$ cat config.mk
export PLATFORM = sky130hd
export DESIGN_NAME = smpc_top
export DESIGN_NICKNAME = d
export VERILOG_FILES = /design/src/hw/smpc_pkg.sv /design/src/hw/smpc_top.sv
export SDC_FILE = /design/constraint.sdc
export NUM_CORES = 1
export LEC_CHECK = 0
export BUFFER_PORTS_ARGS = -buffer_cell sky130_fd_sc_hd__buf_2
export CAP_MARGIN = 10
export CORE_UTILIZATION = 37
export CTS_CLUSTER_DIAMETER = 30
export DETAILED_ROUTE_END_ITERATION = 16
export GPL_ROUTABILITY_DRIVEN = 0
export PLACE_DENSITY = 0.85
export SLEW_MARGIN = 20
export SYNTH_ARGS = -nofsm -noshare
export SYNTH_HDL_FRONTEND = slang
export SYNTH_SLANG_ARGS = --single-unit
$ cat constraint.sdc
create_clock -name I_REF_CLK -period 1.6 [get_ports I_REF_CLK]
set_input_delay 0.32 -clock I_REF_CLK [delete_from_list [all_inputs] [get_ports I_REF_CLK]]
set_output_delay 0.32 -clock I_REF_CLK [all_outputs]
set_load 0.05 [all_outputs]
$ cat src/hw/smpc_pkg.sv
// constants, types and register layout of the stop-mode power controller
package smpc_pkg;

  localparam int APB_AW = 8;
  localparam int APB_DW = 32;

  // register byte addresses
  localparam logic [APB_AW-1:0] OFF_LV_POWER_CTL1 = 8'h00;
  localparam logic [APB_AW-1:0] OFF_POWER_MGMT_CTL2 = 8'h04;
  localparam logic [APB_AW-1:0] OFF_STOP_STATUS = 8'h08;

  // low_voltage_power_ctl1 fields
  localparam int LV_FLAG_BIT = 7;
  localparam int LV_CLEAR_BIT = 6;
  localparam int LV_IRQ_ON_BIT = 5;
  localparam int LV_RESET_ON_BIT = 4;
  localparam int LV_IN_STOP_BIT = 3;
  localparam int LV_ON_BIT = 2;
  localparam logic [7:0] LV_POWER_CTL1_RST = 8'h00;

  // power_mgmt_ctl2 fields
  localparam int PDC_BIT = 0;
  localparam int PARTIAL_POWER_DOWN_CTL_BIT = 1;
  localparam int STOP_ALLOW_BIT = 2;
  localparam int PIN_RELEASE_BIT = 3;
  localparam logic [3:0] POWER_MGMT_CTL2_RST = 4'h0;

  // stop_status fields
  localparam int STAT_MODE_LSB = 0;
  localparam int STAT_PIN_LATCH_BIT = 2;
  localparam int STAT_LV_IND_BIT = 3;
  localparam int STAT_DBG_STOP_BIT = 4;

  typedef enum logic [1:0] {
    SMPC_RUN = 2'h0,
    SMPC_STOP3 = 2'h1,
    SMPC_STOP2 = 2'h3,
    SMPC_STOP1 = 2'h2
  } smpc_mode_t;

  typedef enum logic [1:0] {
    SMPC_DOM_OFF = 2'h0,
    SMPC_DOM_STANDBY = 2'h1,
    SMPC_DOM_ACTIVE = 2'h2
  } smpc_dom_t;

  typedef struct packed {
    smpc_dom_t core;
    smpc_dom_t ram;
    smpc_dom_t clkgen;
    smpc_dom_t regulator;
    logic periph_clk_en;
    logic debug_clk_en;
    logic adc_enable;
    logic adc_power_down;
    logic io_reset;
    logic io_hold;
    logic wake_timer_allow;
    logic wake_timer_1k_ok;
  } smpc_pwr_t;

  typedef struct packed {
    logic psel;
    logic penable;
    logic pwrite;
    logic [APB_AW-1:0] paddr;
    logic [APB_DW-1:0] pwdata;
  } smpc_apb_req_t;

  typedef struct packed {
    logic [APB_DW-1:0] prdata;
    logic pready;
    logic pslverr;
  } smpc_apb_rsp_t;

endpackage

$ cat src/hw/smpc_top.sv
// stop-mode power controller with low-voltage register file and APB slave
module smpc_top (
  input wire logic I_REF_CLK,
  input wire logic I_RST,
  input wire smpc_pkg::smpc_apb_req_t I_APB,
  output smpc_pkg::smpc_apb_rsp_t O_APB,
  input wire logic I_STOP_EXEC,
  input wire logic I_DEBUG_ENTRY_ALLOW,
  input wire logic I_RESET_PIN_N,
  input wire logic I_EXT_IRQ_N,
  input wire logic I_WAKE_IRQ,
  input wire logic I_DEBUG_HALT_CMD,
  input wire logic I_DBG_MEM_REQ,
  input wire logic I_LV_LOW,
  input wire logic I_VDD_ABOVE_REARM,
  input wire logic I_XTAL_RUN_IN_STOP,
  input wire logic I_CONVERTER_POWER_UP,
  input wire logic I_WAKE_TIMER_EN,
  output smpc_pkg::smpc_mode_t O_STOP_MODE,
  output smpc_pkg::smpc_pwr_t O_PWR,
  output logic O_ILLEGAL_OP_RST,
  output logic O_POR_SEQ,
  output logic O_BGND_ENTER,
  output logic O_LV_IRQ,
  output logic O_LV_RESET,
  output logic O_LV_IND,
  output logic O_DBG_MEM_GO,
  output logic O_DBG_MEM_ERR,
  output logic O_DBG_IN_STOP,
  output logic O_DBG_ALL_CMDS
);
  import smpc_pkg::*;

  smpc_mode_t mode_q, mode_d;
  logic lv_on_q, lv_in_stop_q, lv_irq_on_q, lv_rst_on_q, lv_flag_q;
  logic pdc_q, partial_power_down_ctl_q, stop_allow_q;
  logic dbg_stop_q, lv_stop_q;
  logic lv_ind_q, pin_latch_q;
  logic illegal_q, por_q, bgnd_q;
  logic dbg_go_q, dbg_err_q;
  logic [APB_DW-1:0] prdata_q;
  smpc_pwr_t pwr_q, pwr_d;

  logic apb_setup, apb_wr, addr_hit;
  logic wr_lv, wr_pm;
  logic stop_req, stop_bad, force3;
  logic wake1, wake2, wake3, halt_wake;
  logic lv_event;
  smpc_mode_t sel_mode;

  // elaboration checks: the register fields must fit the bus word and the low byte
  if (APB_DW < 8) begin : g_chk_width
    $error("register bus narrower than the register fields");
  end

  if ((OFF_LV_POWER_CTL1[1:0] != 2'h0) || (OFF_POWER_MGMT_CTL2[1:0] != 2'h0) ||
      (OFF_STOP_STATUS[1:0] != 2'h0)) begin : g_chk_align
    $error("register offsets must be word aligned");
  end

  if ((OFF_LV_POWER_CTL1 == OFF_POWER_MGMT_CTL2) || (OFF_LV_POWER_CTL1 == OFF_STOP_STATUS) ||
      (OFF_POWER_MGMT_CTL2 == OFF_STOP_STATUS)) begin : g_chk_unique
    $error("register offsets must differ");
  end

  if ((STAT_DBG_STOP_BIT > 7) || (LV_FLAG_BIT > 7) || (PIN_RELEASE_BIT > 7)) begin : g_chk_field
    $error("register field outside the low byte");
  end

  if (STAT_MODE_LSB + 2 > STAT_PIN_LATCH_BIT) begin : g_chk_stat
    $error("status mode field overlaps the pin latch bit");
  end

  // apb slave: zero wait states, error on unmapped addresses
  assign apb_setup = I_APB.psel && !I_APB.penable;
  assign apb_wr = I_APB.psel && I_APB.penable && I_APB.pwrite;
  assign addr_hit = (I_APB.paddr == OFF_LV_POWER_CTL1) ||
                    (I_APB.paddr == OFF_POWER_MGMT_CTL2) ||
                    (I_APB.paddr == OFF_STOP_STATUS);
  assign wr_lv = apb_wr && (I_APB.paddr == OFF_LV_POWER_CTL1);
  assign wr_pm = apb_wr && (I_APB.paddr == OFF_POWER_MGMT_CTL2);

  assign O_APB.pready = 1'b1;
  assign O_APB.pslverr = I_APB.psel && I_APB.penable && !addr_hit;
  assign O_APB.prdata = prdata_q;

  // read data is captured in the setup cycle so it comes from a flop in the access cycle
  always_ff @(posedge I_REF_CLK) begin
    if (I_RST) begin
      prdata_q <= '0;
    end else if (apb_setup) begin
      prdata_q <= '0;
      case (I_APB.paddr)
        OFF_LV_POWER_CTL1: begin
          prdata_q[LV_FLAG_BIT] <= lv_flag_q;
          prdata_q[LV_CLEAR_BIT] <= 1'b0;
          prdata_q[LV_IRQ_ON_BIT] <= lv_irq_on_q;
          prdata_q[LV_RESET_ON_BIT] <= lv_rst_on_q;
          prdata_q[LV_IN_STOP_BIT] <= lv_in_stop_q;
          prdata_q[LV_ON_BIT] <= lv_on_q;
        end
        OFF_POWER_MGMT_CTL2: begin
          prdata_q[PDC_BIT] <= pdc_q;
          prdata_q[PARTIAL_POWER_DOWN_CTL_BIT] <= partial_power_down_ctl_q;
          prdata_q[STOP_ALLOW_BIT] <= stop_allow_q;
        end
        OFF_STOP_STATUS: begin
          prdata_q[STAT_MODE_LSB +: 2] <= mode_q;
          prdata_q[STAT_PIN_LATCH_BIT] <= pin_latch_q;
          prdata_q[STAT_LV_IND_BIT] <= lv_ind_q;
          prdata_q[STAT_DBG_STOP_BIT] <= dbg_stop_q;
        end
        default: begin
          prdata_q <= '0;
        end
      endcase
    end
  end

  // low-voltage control bits; a stop1 wake clears them as a power-on would
  // mode and the stop1 indication are not cleared by it, so the wake is not undone
  always_ff @(posedge I_REF_CLK) begin
    if (I_RST || por_q) begin
      lv_on_q <= LV_POWER_CTL1_RST[LV_ON_BIT];
      lv_in_stop_q <= LV_POWER_CTL1_RST[LV_IN_STOP_BIT];
      lv_irq_on_q <= LV_POWER_CTL1_RST[LV_IRQ_ON_BIT];
      lv_rst_on_q <= LV_POWER_CTL1_RST[LV_RESET_ON_BIT];
    end else if (wr_lv) begin
      lv_on_q <= I_APB.pwdata[LV_ON_BIT];
      lv_in_stop_q <= I_APB.pwdata[LV_IN_STOP_BIT];
      lv_irq_on_q <= I_APB.pwdata[LV_IRQ_ON_BIT];
      lv_rst_on_q <= I_APB.pwdata[LV_RESET_ON_BIT];
    end
  end

  // detection runs in stop only when enabled for stop
  assign lv_event = lv_on_q && I_LV_LOW && ((mode_q == SMPC_RUN) || lv_stop_q);

  // an event in the clear cycle keeps the flag set
  always_ff @(posedge I_REF_CLK) begin
    if (I_RST || por_q) begin
      lv_flag_q <= LV_POWER_CTL1_RST[LV_FLAG_BIT];
    end else if (lv_event) begin
      lv_flag_q <= 1'b1;
    end else if (wr_lv && I_APB.pwdata[LV_CLEAR_BIT]) begin
      lv_flag_q <= 1'b0;
    end
  end

  assign O_LV_IRQ = lv_flag_q && lv_irq_on_q;
  assign O_LV_RESET = lv_flag_q && lv_rst_on_q && lv_on_q;

  // power mode control bits
  always_ff @(posedge I_REF_CLK) begin
    if (I_RST || por_q) begin
      pdc_q <= POWER_MGMT_CTL2_RST[PDC_BIT];
      partial_power_down_ctl_q <= POWER_MGMT_CTL2_RST[PARTIAL_POWER_DOWN_CTL_BIT];
      stop_allow_q <= POWER_MGMT_CTL2_RST[STOP_ALLOW_BIT];
    end else if (wr_pm) begin
      pdc_q <= I_APB.pwdata[PDC_BIT];
      partial_power_down_ctl_q <= I_APB.pwdata[PARTIAL_POWER_DOWN_CTL_BIT];
      stop_allow_q <= I_APB.pwdata[STOP_ALLOW_BIT];
    end
  end

  // stop entry decision, all inputs taken in the STOP cycle
  // a STOP while already stopped is not decoded: only RUN looks at it
  // debug wins over low-voltage forcing when both qualify, see the power table below
  assign stop_req = I_STOP_EXEC && (mode_q == SMPC_RUN);
  assign stop_bad = stop_req && !stop_allow_q;
  assign force3 = I_DEBUG_ENTRY_ALLOW || (lv_on_q && lv_in_stop_q);

  always_comb begin
    if (!pdc_q || force3) begin
      sel_mode = SMPC_STOP3;
    end else if (partial_power_down_ctl_q) begin
      sel_mode = SMPC_STOP2;
    end else begin
      sel_mode = SMPC_STOP1;
    end
  end

  // stop1 wake is held off while the low-voltage indication stands
  assign wake1 = (!I_RESET_PIN_N || !I_EXT_IRQ_N) && !lv_ind_q;
  assign wake2 = !I_RESET_PIN_N || I_WAKE_IRQ;
  assign halt_wake = dbg_stop_q && I_DEBUG_HALT_CMD;
  assign wake3 = !I_RESET_PIN_N || I_WAKE_IRQ || halt_wake;

  always_comb begin
    mode_d = mode_q;
    case (mode_q)
      SMPC_RUN: begin
        if (stop_req && stop_allow_q) begin
          mode_d = sel_mode;
        end
      end
      SMPC_STOP1: begin
        if (wake1) begin
          mode_d = SMPC_RUN;
        end
      end
      SMPC_STOP2: begin
        if (wake2) begin
          mode_d = SMPC_RUN;
        end
      end
      SMPC_STOP3: begin
        if (wake3) begin
          mode_d = SMPC_RUN;
        end
      end
      default: begin
        mode_d = SMPC_RUN;
      end
    endcase
  end

  always_ff @(posedge I_REF_CLK) begin
    if (I_RST) begin
      mode_q <= SMPC_RUN;
    end else begin
      mode_q <= mode_d;
    end
  end

  // stop qualifiers latched at entry so later register changes cannot alter the stop
  always_ff @(posedge I_REF_CLK) begin
    if (I_RST) begin
      dbg_stop_q <= 1'b0;
      lv_stop_q <= 1'b0;
    end else if (stop_req && stop_allow_q) begin
      dbg_stop_q <= I_DEBUG_ENTRY_ALLOW;
      lv_stop_q <= lv_on_q && lv_in_stop_q;
    end else if (mode_q == SMPC_RUN) begin
      dbg_stop_q <= 1'b0;
      lv_stop_q <= 1'b0;
    end
  end

  // low-voltage indication forced on stop1 entry, dropped once supply passes rearm
  always_ff @(posedge I_REF_CLK) begin
    if (I_RST) begin
      lv_ind_q <= 1'b0;
    end else if (stop_req && stop_allow_q && (sel_mode == SMPC_STOP1)) begin
      lv_ind_q <= 1'b1;
    end else if (I_VDD_ABOVE_REARM) begin
      lv_ind_q <= 1'b0;
    end
  end

  assign O_LV_IND = lv_ind_q;

  // stop2 pin latches stay closed after wake until software releases them,
  // giving it time to restore port registers saved in RAM
  always_ff @(posedge I_REF_CLK) begin
    if (I_RST || por_q) begin
      pin_latch_q <= 1'b0;
    end else if (stop_req && stop_allow_q && (sel_mode == SMPC_STOP2)) begin
      pin_latch_q <= 1'b1;
    end else if (wr_pm && I_APB.pwdata[PIN_RELEASE_BIT]) begin
      pin_latch_q <= 1'b0;
    end
  end

  // one-cycle event pulses
  always_ff @(posedge I_REF_CLK) begin
    if (I_RST) begin
      illegal_q <= 1'b0;
      por_q <= 1'b0;
      bgnd_q <= 1'b0;
    end else begin
      illegal_q <= stop_bad;
      por_q <= (mode_q == SMPC_STOP1) && wake1;
      bgnd_q <= (mode_q == SMPC_STOP3) && halt_wake;
    end
  end

  assign O_ILLEGAL_OP_RST = illegal_q;
  assign O_POR_SEQ = por_q;
  assign O_BGND_ENTER = bgnd_q;

  // memory-with-status debug commands: access only while running
  // the error pulse tells the host the core is stopped; only in a debug-entered stop3 can it halt and retry
  always_ff @(posedge I_REF_CLK) begin
    if (I_RST) begin
      dbg_go_q <= 1'b0;
      dbg_err_q <= 1'b0;
    end else begin
      dbg_go_q <= I_DBG_MEM_REQ && (mode_q == SMPC_RUN);
      dbg_err_q <= I_DBG_MEM_REQ && (mode_q != SMPC_RUN);
    end
  end

  assign O_DBG_MEM_GO = dbg_go_q;
  assign O_DBG_MEM_ERR = dbg_err_q;
  assign O_DBG_IN_STOP = (mode_q != SMPC_RUN);
  assign O_DBG_ALL_CMDS = (mode_q == SMPC_RUN);
  assign O_STOP_MODE = mode_q;

  // power domain controls per mode
  always_comb begin
    pwr_d = '0;
    pwr_d.core = SMPC_DOM_ACTIVE;
    pwr_d.ram = SMPC_DOM_ACTIVE;
    pwr_d.clkgen = SMPC_DOM_ACTIVE;
    pwr_d.regulator = SMPC_DOM_ACTIVE;
    pwr_d.periph_clk_en = 1'b1;
    pwr_d.debug_clk_en = 1'b1;
    pwr_d.adc_enable = 1'b1;
    pwr_d.adc_power_down = 1'b0;
    pwr_d.io_reset = 1'b0;
    pwr_d.io_hold = pin_latch_q;
    pwr_d.wake_timer_allow = 1'b1;
    pwr_d.wake_timer_1k_ok = 1'b1;
    if (mode_d != SMPC_RUN) begin
      pwr_d.periph_clk_en = 1'b0;
      pwr_d.adc_enable = 1'b0;
      pwr_d.adc_power_down = !I_CONVERTER_POWER_UP;
      pwr_d.wake_timer_allow = I_WAKE_TIMER_EN;
    end
    case (mode_d)
      SMPC_STOP1: begin
        pwr_d.core = SMPC_DOM_OFF;
        pwr_d.ram = SMPC_DOM_OFF;
        pwr_d.clkgen = SMPC_DOM_OFF;
        pwr_d.regulator = SMPC_DOM_STANDBY;
        pwr_d.debug_clk_en = 1'b0;
        pwr_d.io_reset = 1'b1;
        pwr_d.io_hold = 1'b0;
        pwr_d.wake_timer_allow = 1'b0;
      end
      SMPC_STOP2: begin
        pwr_d.core = SMPC_DOM_OFF;
        pwr_d.ram = SMPC_DOM_STANDBY;
        pwr_d.clkgen = SMPC_DOM_OFF;
        pwr_d.regulator = SMPC_DOM_STANDBY;
        pwr_d.debug_clk_en = 1'b0;
        pwr_d.io_hold = 1'b1;
      end
      SMPC_STOP3: begin
        pwr_d.core = SMPC_DOM_STANDBY;
        pwr_d.ram = SMPC_DOM_STANDBY;
        pwr_d.io_hold = 1'b1;
        pwr_d.clkgen = I_XTAL_RUN_IN_STOP ? SMPC_DOM_ACTIVE : SMPC_DOM_OFF;
        pwr_d.regulator = SMPC_DOM_STANDBY;
        pwr_d.debug_clk_en = 1'b0;
        if (lv_stop_q || (stop_req && force3 && !I_DEBUG_ENTRY_ALLOW)) begin
          pwr_d.regulator = SMPC_DOM_ACTIVE;
          pwr_d.clkgen = SMPC_DOM_STANDBY;
        end
        if (dbg_stop_q || (stop_req && I_DEBUG_ENTRY_ALLOW)) begin
          pwr_d.debug_clk_en = 1'b1;
          pwr_d.regulator = SMPC_DOM_ACTIVE;
          pwr_d.clkgen = SMPC_DOM_ACTIVE;
          pwr_d.wake_timer_1k_ok = 1'b0;
        end
      end
      default: begin
        pwr_d.core = SMPC_DOM_ACTIVE;
      end
    endcase
  end

  // registered from the next mode, so the domain controls switch glitch-free at the mode edge
  always_ff @(posedge I_REF_CLK) begin
    if (I_RST) begin
      pwr_q <= '{core: SMPC_DOM_ACTIVE, ram: SMPC_DOM_ACTIVE, clkgen: SMPC_DOM_ACTIVE,
                 regulator: SMPC_DOM_ACTIVE, periph_clk_en: 1'b1, debug_clk_en: 1'b1,
                 adc_enable: 1'b1, adc_power_down: 1'b0, io_reset: 1'b0, io_hold: 1'b0,
                 wake_timer_allow: 1'b1, wake_timer_1k_ok: 1'b1};
    end else begin
      pwr_q <= pwr_d;
    end
  end

  assign O_PWR = pwr_q;

endmodule // smpc_top

==> impl_summary.md <==
Run status
The flow ran to the end, but the final reports show violations. The final reports fail on DRC.

Pwr
The total chip power is 2.01 mW. Dividing total power by cell area gives a power density of 892 nW/um^2. The worst ir drop on vdd is 0.374 mV. The leakage power of the design is 1.09 nW.

Logic synthesis
For this run, the leading register cell type out of synthesis is sky130_fd_sc_hd__dfxtp_1. The sequential fraction of the synthesis area is 0.428. The number of warning messages in the yosys log is 0. The cell count after synthesis is 199.

After synthesis, the share of flip-flops with an asynchronous set or reset is 0. The number of library cell types mapped by synthesis is 43. The count of state elements after synthesis is 38.

After synthesis the cells add up to 1780 sq um. The number of enable-type register cells in the synthesized netlist is 0. The average instance in the mapped netlist occupies 8.92 sq um.

Finish
Once layout is done, the placed cells without fillers occupy 2260 sq um. The net count of the finished layout is between 300 and 400. The register with the most flip-flops in the layout has 12 of them. The fraction of final layout cells sized beyond drive strength 1 is 0.369. After filler insertion, the fill cell instance count of the layout stands at 433. The final standard cell count with taps included and fillers excluded is 326. The number of antenna diodes in the final layout is 0. The area growth from synthesis to layout is 27.1%.

Clock tree
The maximum number of buffers from clock root to sink is 2. The TritonCTS sink count is 38. The TritonCTS clock tree is done.

CTS placed an instance of sky130_fd_sc_hd__clkbuf_8 at the clock tree root. The later-pin clock latency in the skew report is between 0.2 and 0.3 ns. The hold buffer count at cts is 0. After clock tree synthesis, the clock-pin slew on the worst setup and hold paths is 0.08 ns. Buffers inserted during clock tree synthesis total 5. The H-tree was split into 2 levels.

Route
The count of nets left with antenna violations after detail routing is 0. The final layout contains routed wiring with a total length of around 4100 microns. The total via count in the routed design is 1582.

In the final routed layout, each cell accounts on average for roughly 12 microns. Using the TritonRoute via totals, the vias-per-cell ratio works out to 4.85. The first TritonRoute pass finished after 10 iterations. For this run, design rule violations remaining after detail routing come to 2. After the first detailed-routing iteration, the DRC count stood at slightly above 90.

Worst setup path
The critical setup path kind is primary input to primary output. The worst endpoint data arrival time is 1.22 ns. At the worst endpoint, the required time is between 1 and 1.5 ns. The category of the worst setup path launch point is a primary input. STA classifies the critical path endpoint as a primary output. In this run the worst path has a maximum fanout of 3.

Min path
The class of the worst hold path is primary input to flop.

Timing
The number of endpoints failing setup at the final stage is 0. Between clock sinks in the finished design, the worst skew comes to 0.00679 ns. The maximum clock frequency is between 0.6 and 0.7 GHz.

Subtracting the final worst setup slack from the clock period gives 1.54 ns. Setup repair after global routing left no endpoint under its margin. Dividing the final minimum period by the clock period gives 0.962. The summed negative setup slack over all endpoints is 0 ns. The worst max-slew margin expressed relative to the limit is 0.657. The slew of the pin with the lowest slew margin is 0.512 ns.

The final-report max-slew violation count came to 0. The number of failing hold endpoints at the final stage is 0. The setup slack of the critical path after layout is 0.0616 ns.

Global route
For this run the aggregate overflow at the end of global routing stands at 0. The first global-routing pass estimated 6520 microns of wire. The via count of the first global-routing pass is 1410. For this run, the total global-route usage over all layers was measured as 0.165.

Entering global routing, the biggest net connects 18 pins. The initial antenna violation count is 0.

Place
The worst slack at placement is -0.0301 ns. The final HPWL from detailed placement is 3110 microns. The number of input and output port buffers inserted is 67. After detailed placement, the total cell area comes to 2140 sq um. The total instance count after detailed placement is 317.

Floorplan
The initial cell density of the core is 0.397. The number of placement rows is 24. Pin placement for this block handled 119 I/O pins. The standard cell core area is about 4500 sq um.

The floorplan step set the die width to between 70 and 80 microns. The die boundary height is 71.3 microns. The area of the die is 5080 sq um.

Job
Max-cap violations in this run came to 0.
## cell usage after synthesis (3+ instances only)
cell | number | area share
sky130_fd_sc_hd__inv_1 | 6 | 0.013
sky130_fd_sc_hd__a31oi_1 | 7 | 0.025
sky130_fd_sc_hd__a22oi_1 | 4 | 0.017
sky130_fd_sc_hd__nand2_1 | 14 | 0.030
sky130_fd_sc_hd__dfxtp_1 | 38 | 0.43
sky130_fd_sc_hd__mux2i_1 | 10 | 0.056
sky130_fd_sc_hd__a21oi_1 | 12 | 0.034
sky130_fd_sc_hd__buf_4 | 30 | 0.13
sky130_fd_sc_hd__nand2b_1 | 5 | 0.018
sky130_fd_sc_hd__nor2_1 | 19 | 0.040
sky130_fd_sc_hd__o21ai_0 | 3 | 0.0085
sky130_fd_sc_hd__clkbuf_1 | 4 | 0.0085
sky130_fd_sc_hd__nand4_1 | 3 | 0.011
sky130_fd_sc_hd__nor2b_1 | 3 | 0.011
sky130_fd_sc_hd__or3_1 | 4 | 0.014
## worst paths after layout
path,slack [ns],cells after the start,start,endpoint
setup reg to reg,0.09,5,O_STOP_MODE[1]$_SDFF_PP0_,O_PWR[9]$_SDFF_PP1_
setup / recovery,0.06,5,I_APB[37],O_APB[0]
hold reg to reg,0.45,2,prdata_q[2]$_SDFFE_PP0P_,prdata_q[2]$_SDFFE_PP0P_
hold / removal,0.17,2,I_CONVERTER_POWER_UP,O_PWR[4]$_SDFF_PP0_
## worst max-delay path, cell delays in order
cell and delay [ns]:
sky130_fd_sc_hd__buf_2 0.11, sky130_fd_sc_hd__nor4_4 0.33, sky130_fd_sc_hd__buf_4 0.17, sky130_fd_sc_hd__a31oi_2 0.07, sky130_fd_sc_hd__buf_2 0.21
## layout by cell type (no fill, tap or decap), types with 3 or more instances in the layout
cell type	n
sky130_fd_sc_hd__nand2b_1	5
sky130_fd_sc_hd__conb_1	26
sky130_fd_sc_hd__nand4_1	3
sky130_fd_sc_hd__nor2_1	18
sky130_fd_sc_hd__inv_1	5
sky130_fd_sc_hd__dfxtp_1	36
sky130_fd_sc_hd__a31oi_1	6
sky130_fd_sc_hd__o21ai_0	3
sky130_fd_sc_hd__nor2b_1	3
sky130_fd_sc_hd__clkinvlp_4	3
sky130_fd_sc_hd__mux2i_1	10
sky130_fd_sc_hd__a21oi_1	12
sky130_fd_sc_hd__nand2_1	14
sky130_fd_sc_hd__or3_1	4
sky130_fd_sc_hd__clkbuf_8	5
sky130_fd_sc_hd__buf_4	12
sky130_fd_sc_hd__buf_2	67
sky130_fd_sc_hd__a22oi_1	4
## logic make-up (layout without fill, tap and decap cells)
logic type,count (synthesis),count (layout),share of synthesized area
and+or+nand+nor,67,67,0.211
AOI/OAI and AO/OA,38,38,0.142
DFF,38,38,0.428
muxes,10,10,0.0564
buffers and inverters,44,95,0.157
other,2,26,0.00423
## cell type report
class / instances / area (sq um) / area share
clock buffer: 5 / 68.8 / 0.0305
clock inverter: 3 / 45.0 / 0.0200
timing repair buffer: 79 / 425 / 0.188
tap: 52 / 65.1 / 0.0288
sequential: 38 / 766 / 0.339
inverter: 8 / 33.8 / 0.0150
multi-input combinational: 141 / 853 / 0.378
## where the power goes
group	switching (mW)	leakage [nW]	total, mW	internal, mW
registers	0.000657	0.308	0.946	0.946
logic	0.204	0.736	0.258	0.0541
clock network	0.347	0.0504	0.810	0.463
total	0.551	1.09	2.01	1.46
## what timing repair did
action | CTS | global route
gates resized for setup | 0 | 0
setup buffers | 1 | 0
endpoints found under the setup margin | 1 | 0
## per-layer routing
metal  wire length [microns]  share of wire  GRT usage  vias to the layer above
li1                        -              -          -                      778
met1                    1710           0.42      0.204                      720
met2                    1980           0.49      0.259                       72
met3                     276          0.068     0.0394                       12
met4                     103          0.025      0.100                        0
met5                       0              0          0                        -
## per-stage QoR
| stage | hold slack, ns | util |
|---|---|---|
| floorplan | 0.389 | - |
| global placement | 0.438 | 0.477 |
| detailed placement | 0.444 | 0.477 |
| CTS | 0.167 | 0.504 |
| global route | 0.166 | 0.504 |
| finish | 0.170 | 0.504 |
Note: power is estimated with default switching activity, not from simulation.
